$ cat config.mk
export PLATFORM = sky130hd
export DESIGN_NAME = aopc_top
export DESIGN_NICKNAME = d
export VERILOG_FILES = /design/src/rtl/aopc_pkg.sv /design/src/rtl/aopc_pin_sync.sv /design/src/rtl/aopc_top.sv
export SDC_FILE = /design/constraint.sdc
export NUM_CORES = 1
export LEC_CHECK = 0
export ABC_CLOCK_PERIOD_IN_PS = 4900
export BUFFER_PORTS_ARGS = -buffer_cell sky130_fd_sc_hd__buf_2
export CORE_UTILIZATION = 58
export CTS_CLUSTER_SIZE = 20
export DETAILED_ROUTE_END_ITERATION = 16
export HOLD_SLACK_MARGIN = 0.08
export PLACE_DENSITY_LB_ADDON = 0.3
export SETUP_SLACK_MARGIN = 0.3
export SYNTH_ARGS = -nofsm -noshare
export SYNTH_HDL_FRONTEND = slang
export SYNTH_HIERARCHICAL = 1
export SYNTH_SLANG_ARGS = --single-unit
$ cat constraint.sdc
create_clock -name sys_clk_i -period 4.9 [get_ports sys_clk_i]
set_clock_uncertainty 0.2 [all_clocks]
set_input_delay 0.98 -clock sys_clk_i [delete_from_list [all_inputs] [get_ports sys_clk_i]]
set_output_delay 0.98 -clock sys_clk_i [all_outputs]
set_load 0.01 [all_outputs]
$ cat src/rtl/aopc_pkg.sv
// Package for the audio output pin configuration block.
// Holds register offsets, field positions, reset values, function codes and carrier structs.
package aopc_pkg;

  // Register offsets on the control port
  localparam logic [7:0] SLOT_OFF_ADDR     = 8'h34;
  localparam logic [7:0] DENSITY_CTRL_ADDR = 8'h36;
  localparam logic [7:0] MARKER_BYTE_ADDR  = 8'h37;
  localparam logic [7:0] PIN0_FUNC_ADDR    = 8'h38;

  // Reset values
  localparam logic [7:0] SLOT_OFF_RST     = 8'h00;
  localparam logic [7:0] DENSITY_CTRL_RST = 8'h00;
  localparam logic [7:0] MARKER_BYTE_RST  = 8'h00;
  localparam logic [7:0] PIN0_FUNC_RST    = 8'h00;

  // Field positions in the pulse-density control and pin 0 function registers
  localparam int MARKER_INSERT_BIT = 4;
  localparam int MARKER_CH_LSB     = 2;
  localparam int DENSITY_SRC_LSB   = 0;
  localparam int FUNC_CODE_LSB     = 0;

  // Marker channel select codes
  localparam logic [1:0] MARKER_CH_BOTH  = 2'h0;
  localparam logic [1:0] MARKER_CH_LEFT  = 2'h1;
  localparam logic [1:0] MARKER_CH_RIGHT = 2'h2;

  // Density output source codes
  localparam logic [1:0] DENSITY_OFF    = 2'h0;
  localparam logic [1:0] DENSITY_LEFT   = 2'h1;
  localparam logic [1:0] DENSITY_RIGHT  = 2'h2;
  localparam logic [1:0] DENSITY_STEREO = 2'h3;

  // Multipurpose pin function codes
  localparam logic [4:0] FN_AUDIO_IN    = 5'h00;
  localparam logic [4:0] FN_MUTE_ADC0   = 5'h01;
  localparam logic [4:0] FN_MUTE_ADC1   = 5'h02;
  localparam logic [4:0] FN_MUTE_ADC2   = 5'h03;
  localparam logic [4:0] FN_MUTE_ADC3   = 5'h04;
  localparam logic [4:0] FN_MUTE_ADC01  = 5'h05;
  localparam logic [4:0] FN_MUTE_ADC23  = 5'h06;
  localparam logic [4:0] FN_MUTE_ADCALL = 5'h07;
  localparam logic [4:0] FN_MUTE_DAC0   = 5'h08;
  localparam logic [4:0] FN_MUTE_DAC1   = 5'h09;
  localparam logic [4:0] FN_MUTE_DACALL = 5'h0A;
  localparam logic [4:0] FN_BANK_SWITCH = 5'h0B;
  localparam logic [4:0] FN_COMPRESS    = 5'h0E;
  localparam logic [4:0] FN_DSP_BYPASS  = 5'h0F;
  localparam logic [4:0] FN_VOLUME_UP   = 5'h10;
  localparam logic [4:0] FN_VOLUME_DOWN = 5'h11;

  // Synchroniser depth for the multipurpose pin
  localparam int PIN_SYNC_STAGES = 2;

  typedef struct packed {
    logic [7:0] slot_off;
    logic [7:0] density_ctrl;
    logic [7:0] marker_byte;
    logic [7:0] pin0_func;
  } aopc_regs_s;

  typedef struct packed {
    logic [3:0] mute_adc;
    logic [1:0] mute_dac;
    logic       bank_switch;
    logic       compress_en;
    logic       dsp_bypass;
    logic       volume_up;
    logic       volume_down;
  } aopc_actions_s;

  typedef struct packed {
    logic [7:0] slot_data_en;
    logic [7:0] slot_drive;
    logic       density_on;
    logic       density_left_from_right;
    logic       density_right_from_right;
    logic       marker_left;
    logic       marker_right;
    logic [7:0] marker_byte;
  } aopc_stream_s;

endpackage

$ cat src/rtl/aopc_pin_sync.sv
// Multi-stage synchroniser for one asynchronous level.
// Assumes a single clock and an asynchronous active-high reset.
`timescale 1ns/10ps
module aopc_pin_sync #(
  parameter int STAGES = 2
) (
  input  wire logic sys_clk_i,
  input  wire logic sys_rst_i,
  input  wire logic async_i,
  output logic      sync_o
);

  typedef struct packed {
    logic [STAGES-1:0] chain;
  } aopc_sync_state_s;

  aopc_sync_state_s state_q;
  aopc_sync_state_s state_d;

  always_comb begin
    state_d       = state_q;
    state_d.chain = {state_q.chain[STAGES-2:0], async_i};
  end

  always_ff @(posedge sys_clk_i or posedge sys_rst_i) begin
    if (sys_rst_i) begin
      state_q <= '0;
    end else begin
      state_q <= state_d;
    end
  end

  assign sync_o = state_q.chain[STAGES-1];

endmodule // aopc_pin_sync

$ cat src/rtl/aopc_top.sv
// Audio output pin configuration: slot disables, pulse-density control, marker byte, pin 0 function.
// Assumes a simple byte-wide control port from the codec core and one 50 MHz clock.
// Register writes and reads are single-cycle strobes; the pin may change at any time.
`timescale 1ns/10ps
module aopc_top (
  input  wire logic                  sys_clk_i,
  input  wire logic                  sys_rst_i,
  // Control port
  input  wire logic [7:0]            reg_addr_i,
  input  wire logic [7:0]            reg_wdata_i,
  input  wire logic                  reg_wr_i,
  input  wire logic                  reg_rd_i,
  output logic      [7:0]            reg_rdata_o,
  output logic                       reg_rvalid_o,
  // Serial port context from the core
  input  wire logic                  tdm_mode_i,
  input  wire logic                  idle_slot_tristate_i,
  // Multipurpose pin zero
  input  wire logic                  multipurpose_pin_zero_i,
  output logic                       serial_audio_input_o,
  output logic                       serial_audio_input_sel_o,
  output aopc_pkg::aopc_actions_s    pin_actions_o,
  // Slot and density stream controls
  output aopc_pkg::aopc_stream_s     stream_ctrl_o
);

  // Every output is a flop of this state; nothing reaches a port combinationally
  typedef struct packed {
    aopc_pkg::aopc_regs_s    regs;
    logic [7:0]              rdata;
    logic                    rvalid;
    logic                    audio_in;
    logic                    audio_sel;
    aopc_pkg::aopc_actions_s actions;
    aopc_pkg::aopc_stream_s  stream;
  } aopc_state_s;

  aopc_state_s state_q;
  aopc_state_s state_d;
  logic        pin_sync;

  // Action decode for one function code and a synchronised pin level
  function automatic aopc_pkg::aopc_actions_s decode_actions(input logic [4:0] code,
                                                             input logic       level);
    aopc_pkg::aopc_actions_s a;
    a = '0;
    if (level) begin
      unique case (code)
        aopc_pkg::FN_MUTE_ADC0:   a.mute_adc    = 4'h1;
        aopc_pkg::FN_MUTE_ADC1:   a.mute_adc    = 4'h2;
        aopc_pkg::FN_MUTE_ADC2:   a.mute_adc    = 4'h4;
        aopc_pkg::FN_MUTE_ADC3:   a.mute_adc    = 4'h8;
        aopc_pkg::FN_MUTE_ADC01:  a.mute_adc    = 4'h3;
        aopc_pkg::FN_MUTE_ADC23:  a.mute_adc    = 4'hC;
        aopc_pkg::FN_MUTE_ADCALL: a.mute_adc    = 4'hF;
        aopc_pkg::FN_MUTE_DAC0:   a.mute_dac    = 2'h1;
        aopc_pkg::FN_MUTE_DAC1:   a.mute_dac    = 2'h2;
        aopc_pkg::FN_MUTE_DACALL: a.mute_dac    = 2'h3;
        aopc_pkg::FN_BANK_SWITCH: a.bank_switch = 1'b1;
        aopc_pkg::FN_COMPRESS:    a.compress_en = 1'b1;
        aopc_pkg::FN_DSP_BYPASS:  a.dsp_bypass  = 1'b1;
        aopc_pkg::FN_VOLUME_UP:   a.volume_up   = 1'b1;
        aopc_pkg::FN_VOLUME_DOWN: a.volume_down = 1'b1;
        default:                  a = '0;
      endcase
    end
    return a;
  endfunction

  // Marker lanes as {left, right} for a channel select code
  // The reserved code inserts nothing rather than guessing a lane
  function automatic logic [1:0] marker_lanes(input logic [1:0] ch);
    logic [1:0] lanes;
    lanes = 2'h0;
    unique case (ch)
      aopc_pkg::MARKER_CH_BOTH:  lanes = 2'h3;
      aopc_pkg::MARKER_CH_LEFT:  lanes = 2'h2;
      aopc_pkg::MARKER_CH_RIGHT: lanes = 2'h1;
      default:                   lanes = 2'h0;
    endcase
    return lanes;
  endfunction

  // Density source flags as {on, left lane from right, right lane from right}
  function automatic logic [2:0] source_flags(input logic [1:0] src);
    logic [2:0] flags;
    flags = 3'h0;
    unique case (src)
      aopc_pkg::DENSITY_OFF:    flags = 3'h0;
      aopc_pkg::DENSITY_LEFT:   flags = 3'h4;
      aopc_pkg::DENSITY_RIGHT:  flags = 3'h7;
      aopc_pkg::DENSITY_STEREO: flags = 3'h5;
    endcase
    return flags;
  endfunction

  // Read multiplexer; unmapped addresses read as zero so a probe never sees stale data
  function automatic logic [7:0] read_mux(input logic [7:0]           addr,
                                          input aopc_pkg::aopc_regs_s regs);
    logic [7:0] value;
    value = 8'h00;
    unique case (addr)
      aopc_pkg::SLOT_OFF_ADDR:     value = regs.slot_off;
      aopc_pkg::DENSITY_CTRL_ADDR: value = regs.density_ctrl;
      aopc_pkg::MARKER_BYTE_ADDR:  value = regs.marker_byte;
      aopc_pkg::PIN0_FUNC_ADDR:    value = regs.pin0_func;
      default:                     value = 8'h00;
    endcase
    return value;
  endfunction

  // Pin is taken through a synchroniser before any decode
  aopc_pin_sync #(
    .STAGES (aopc_pkg::PIN_SYNC_STAGES)
  ) u_pin_sync (
    .sys_clk_i (sys_clk_i),
    .sys_rst_i (sys_rst_i),
    .async_i   (multipurpose_pin_zero_i),
    .sync_o    (pin_sync)
  );

  always_comb begin
    logic [4:0] fn_code;
    logic [1:0] marker_ch;
    logic [1:0] src;
    logic [7:0] slot_mask;
    fn_code   = '0;
    marker_ch = '0;
    src       = '0;
    slot_mask = '0;
    state_d   = state_q;

    // Register writes; unmapped addresses are ignored
    // Reserved bits [7:5] are kept as written so read-back matches what software stored
    if (reg_wr_i) begin
      unique case (reg_addr_i)
        aopc_pkg::SLOT_OFF_ADDR:     state_d.regs.slot_off     = reg_wdata_i;
        aopc_pkg::DENSITY_CTRL_ADDR: state_d.regs.density_ctrl = reg_wdata_i;
        aopc_pkg::MARKER_BYTE_ADDR:  state_d.regs.marker_byte  = reg_wdata_i;
        aopc_pkg::PIN0_FUNC_ADDR:    state_d.regs.pin0_func    = reg_wdata_i;
        default: ;
      endcase
    end

    // Register reads answer one cycle later; unmapped reads as zero
    state_d.rvalid = reg_rd_i;
    if (reg_rd_i) begin
      state_d.rdata = read_mux(reg_addr_i, state_q.regs);
    end

    // Slot gating applies only in TDM mode
    // Outside TDM the mask is ignored, so a mask left from TDM cannot silence a stereo channel
    slot_mask = tdm_mode_i ? state_q.regs.slot_off : 8'h00;
    state_d.stream.slot_data_en = ~slot_mask;
    state_d.stream.slot_drive   = idle_slot_tristate_i ? ~slot_mask
                                                       : 8'hFF;

    // Density output source
    src = state_q.regs.density_ctrl[aopc_pkg::DENSITY_SRC_LSB +: 2];
    {state_d.stream.density_on,
     state_d.stream.density_left_from_right,
     state_d.stream.density_right_from_right} = source_flags(src);

    // Marker insertion, only while the density output runs
    marker_ch = state_q.regs.density_ctrl[aopc_pkg::MARKER_CH_LSB +: 2];
    state_d.stream.marker_left  = 1'b0;
    state_d.stream.marker_right = 1'b0;
    if (state_q.regs.density_ctrl[aopc_pkg::MARKER_INSERT_BIT] && (src != aopc_pkg::DENSITY_OFF)) begin
      {state_d.stream.marker_left, state_d.stream.marker_right} = marker_lanes(marker_ch);
    end
    state_d.stream.marker_byte = state_q.regs.marker_byte;

    // Pin zero role
    // Actions follow the synchronised level, so a press shows three clocks late and never glitches
    fn_code           = state_q.regs.pin0_func[aopc_pkg::FUNC_CODE_LSB +: 5];
    state_d.audio_sel = (fn_code == aopc_pkg::FN_AUDIO_IN);
    state_d.audio_in  = state_d.audio_sel & pin_sync;
    state_d.actions   = decode_actions(fn_code, pin_sync);
  end

  // Reset leaves pin zero as audio input and every slot enabled and driven
  always_ff @(posedge sys_clk_i or posedge sys_rst_i) begin
    if (sys_rst_i) begin
      state_q                   <= '0;
      state_q.regs.slot_off     <= aopc_pkg::SLOT_OFF_RST;
      state_q.regs.density_ctrl <= aopc_pkg::DENSITY_CTRL_RST;
      state_q.regs.marker_byte  <= aopc_pkg::MARKER_BYTE_RST;
      state_q.regs.pin0_func    <= aopc_pkg::PIN0_FUNC_RST;
      state_q.audio_sel         <= 1'b1;
      state_q.stream.slot_data_en <= 8'hFF;
      state_q.stream.slot_drive   <= 8'hFF;
    end else begin
      state_q <= state_d;
    end
  end

  assign reg_rdata_o              = state_q.rdata;
  assign reg_rvalid_o             = state_q.rvalid;
  assign serial_audio_input_o     = state_q.audio_in;
  assign serial_audio_input_sel_o = state_q.audio_sel;
  assign pin_actions_o            = state_q.actions;
  assign stream_ctrl_o            = state_q.stream;

endmodule // aopc_top

==> results_dict.tcl <==
set metrics [dict create \
    start_kind "input port" \
    synth-edff-count 0 \
    cts_sinks 85 \
    placed_area_sq_um 3603 \
    path_max_fanout 16 \
    ir_drop_mv 0.2148 \
    ys_ff_latch 85 \
    path_class "input port to flip-flop" \
    cap_violations 0 \
    gp_congestion 0.7677 \
    path_clk_slew_ps 80 \
    endpoint_kind "flip-flop" \
    fin_crit_sh 0.5432 \
    ys_seq_area_frac 0.6061 \
    slew_headroom 0.5417 \
    drive_gt1_frac 0.4494 \
    die_w_um 80.18 \
    fillCellCount 483 \
    diodes 0 \
    endpoint "state_q[56]$_DFFE_PP0P_" \
    start_util 0.5987 \
    slew_viol_final 0 \
    power_density_nw_per_um2 340.4 \
    cts_htree_levels 3 \
    hold_buffers 0 \
    hp-class "flip-flop to flip-flop" \
    antenna_found_initial 0 \
    grt_use_total 0.2095 \
    r2r_start "state_q[53]$_DFFE_PP0P_" \
    fp-row-count 28 \
    fin_setup_tns_ps 0 \
    period_minus_slack_ps 2661 \
    p_leak_nw 1.911 \
    io_buffers 73 \
    r2r_cells 3 \
    synth_cells 287 \
    drt-pass1-iter-count 4 \
    synth_area_leaders "dfrtp_1 48%, dfstp_2 13%, buf_4 10%" \
    finalSetupViolations 0 \
    post-route-cell-area_sq_um 3781 \
    fmax_mhz 375.7 \
    routed_via_density 5.184 \
    fin_nets 335 \
    clock_latency_ps 330 \
    area_delta_synth_final_pct 6.671 \
    num_vias 2027 \
    dp_hpwl_um 4182 \
    cts_setup_buffers 0 \
    cts_root_buf "clkbuf_8" \
    yosysTopAreaCellShare 0.4801 \
    die_h_um 80.18 \
    cts_buffers 9 \
    r2r-end "pin_actions_o[0]$_DFF_PP0_" \
    rsz0062_at_grt "no" \
    cp-startpoint "reg_addr_i[1]" \
    core_area_sq_um 5921 \
    avgSynthCellArea_sq_um 12.35 \
    drc 0 \
    finalHoldViolCount 0 \
    yosysTopAreaCell "dfrtp_1" \
    routedWlPerCell_um 15.09 \
    critPathArrivalTime_ps 2680 \
    die-area_sq_um 6428 \
    antenna_left 0 \
    ys_async_sr_fraction 1.000 \
    grt_overflow 0 \
    grt_pass1_vias 1930 \
    synthesis.nets 310 \
    synthesis.area_sq_um 3545 \
    synthDistinctLibCells 30 \
    cts_tree "yes" \
    grt_pass1_wl_um 9818 \
    tightest_slew_ps 686.6 \
    synthFlopType "dfrtp_1" \
    status "completed" \
    drtIter0Drc 76 \
    drt_wl_total_um 5901 \
    ff2ff_setup_slack_ps 3500 \
    grt_max_degree 44 \
    required_ps 4920 \
    ios 74 \
    total_power_mw 1.287 \
    cts_resized 0 \
    synth_warnings 6 \
    cts_max_path_buffers 2 \
]
[power breakdown]
part / switching (mW) / internal [mW] / leakage (nW) / total (mW)
logic: 0.0566 / 0.0394 / 0.719 / 0.0960
registers: 0.0193 / 0.734 / 1.10 / 0.753
clock network: 0.215 / 0.223 / 0.0926 / 0.438
[stage by stage]
stage | setup slack (ps) | instances | hold WS, ps | util
finish | 2239 | 391 | 178.9 | 0.6386
global route | 2154 | 391 | 188.0 | 0.6386
CTS | 2244 | 391 | 174.2 | 0.6386
detailed placement | 1892 | 376 | 156.2 | 0.6086
global placement | 1931 | 376 | 136.6 | 0.6086
floorplan | 1611 | 287 | 131.2 | -
[placed cells by master (no fill, tap or decap)]
cell type	count
a21oi_1	4
a22oi_1	4
a31oi_1	4
and2_1	2
and3_1	5
buf_2	73
buf_4	2
clkbuf_1	2
clkbuf_8	12
clkinv_2	2
dfrtp_1	68
dfstp_2	17
inv_1	2
mux2_2	32
mux2i_1	9
nand2_1	25
nand2_4	1
nand2b_1	2
nand3_1	3
nand4b_1	1
nor2_1	20
nor2b_1	3
nor3_1	7
nor3b_1	1
nor4_1	1
nor4_4	1
o21ai_0	6
o2bb2ai_1	4
or2_2	1
or4b_4	1
xnor2_1	1
[layout make-up]
cell class | count | area [sq um] | share of cell area
Clock buffer | 14 | 172.7 | 0.04567
Clock inverter | 1 | 5.005 | 0.001324
Inverter | 3 | 12.51 | 0.003309
Multi-Input combinational cell | 138 | 968.4 | 0.2561
Sequential cell | 85 | 2148 | 0.5682
Tap cell | 75 | 93.84 | 0.02482
Timing Repair Buffer | 75 | 380.4 | 0.1006
[per-layer routing]
layer / vias up / track usage / share of wire
met4: 0 / 0.09107 / 0.017
met2: 49 / 0.3239 / 0.48
met3: 10 / 0.04545 / 0.046
met5: - / 0 / 0
li1: 956 / - / -
met1: 1012 / 0.2859 / 0.46
[registers in the layout (all words and copies together), names as in the netlist]
name and cells:
state_d 8, reg_rdata_o 8, stream_ctrl_o 29, u_pin_sync/state_q 2, serial_audio_input_sel_o 1, serial_audio_input_o 1
state_q 24, reg_rvalid_o 1, pin_actions_o 11
[cells in the mapped netlist, types with 2 or more instances]
cell type and instances:
a31oi_1 4, dfstp_2 17, nor2_1 20, dfrtp_1 68, a21oi_1 4, nand3_1 3
o2bb2ai_1 4, nor2b_1 3, and3_1 5, buf_4 48, nand2_1 25, inv_1 3
nand2b_1 2, o21ai_0 6, clkbuf_1 11, and2_1 2, mux2i_1 9, nor3_1 7
mux2_2 32, a22oi_1 4
[kinds of logic (layout without fill, tap and decap cells)]
group / count (synthesis) / count (layout) / share of synthesized area
flip-flops: 85 / 85 / 0.6061
buffers and inverters: 64 / 93 / 0.1207
XOR/XNOR: 1 / 1 / 0.002471
multiplexers: 41 / 41 / 0.1271
AO/OA/AOI/OAI: 22 / 22 / 0.03953
AND/OR/NAND/NOR: 74 / 74 / 0.1041
[worst max-delay path, cell delays in order]
cell and delay (ps):
buf_2 220, or4b_4 560, nor4_4 430, nand2_4 170
mux2_2 310
[how the worst min path moves through the flow]
stage                                          startpoint                              end  slack, ps  depth (start not counted)
after global routing      u_pin_sync/state_q[0]$_DFF_PP0_  u_pin_sync/state_q[1]$_DFF_PP0_        190                          0
final                     u_pin_sync/state_q[0]$_DFF_PP0_  u_pin_sync/state_q[1]$_DFF_PP0_        180                          0
after detailed placement  u_pin_sync/state_q[0]$_DFF_PP0_  u_pin_sync/state_q[1]$_DFF_PP0_        160                          0
after global placement    u_pin_sync/state_q[0]$_DFF_PP0_  u_pin_sync/state_q[1]$_DFF_PP0_        140                          0
after CTS                 u_pin_sync/state_q[0]$_DFF_PP0_  u_pin_sync/state_q[1]$_DFF_PP0_        170                          0
after floorplan           u_pin_sync/state_q[0]$_DFF_PP0_  u_pin_sync/state_q[1]$_DFF_PP0_        130                          0
(Power assumes the default switching activity.)
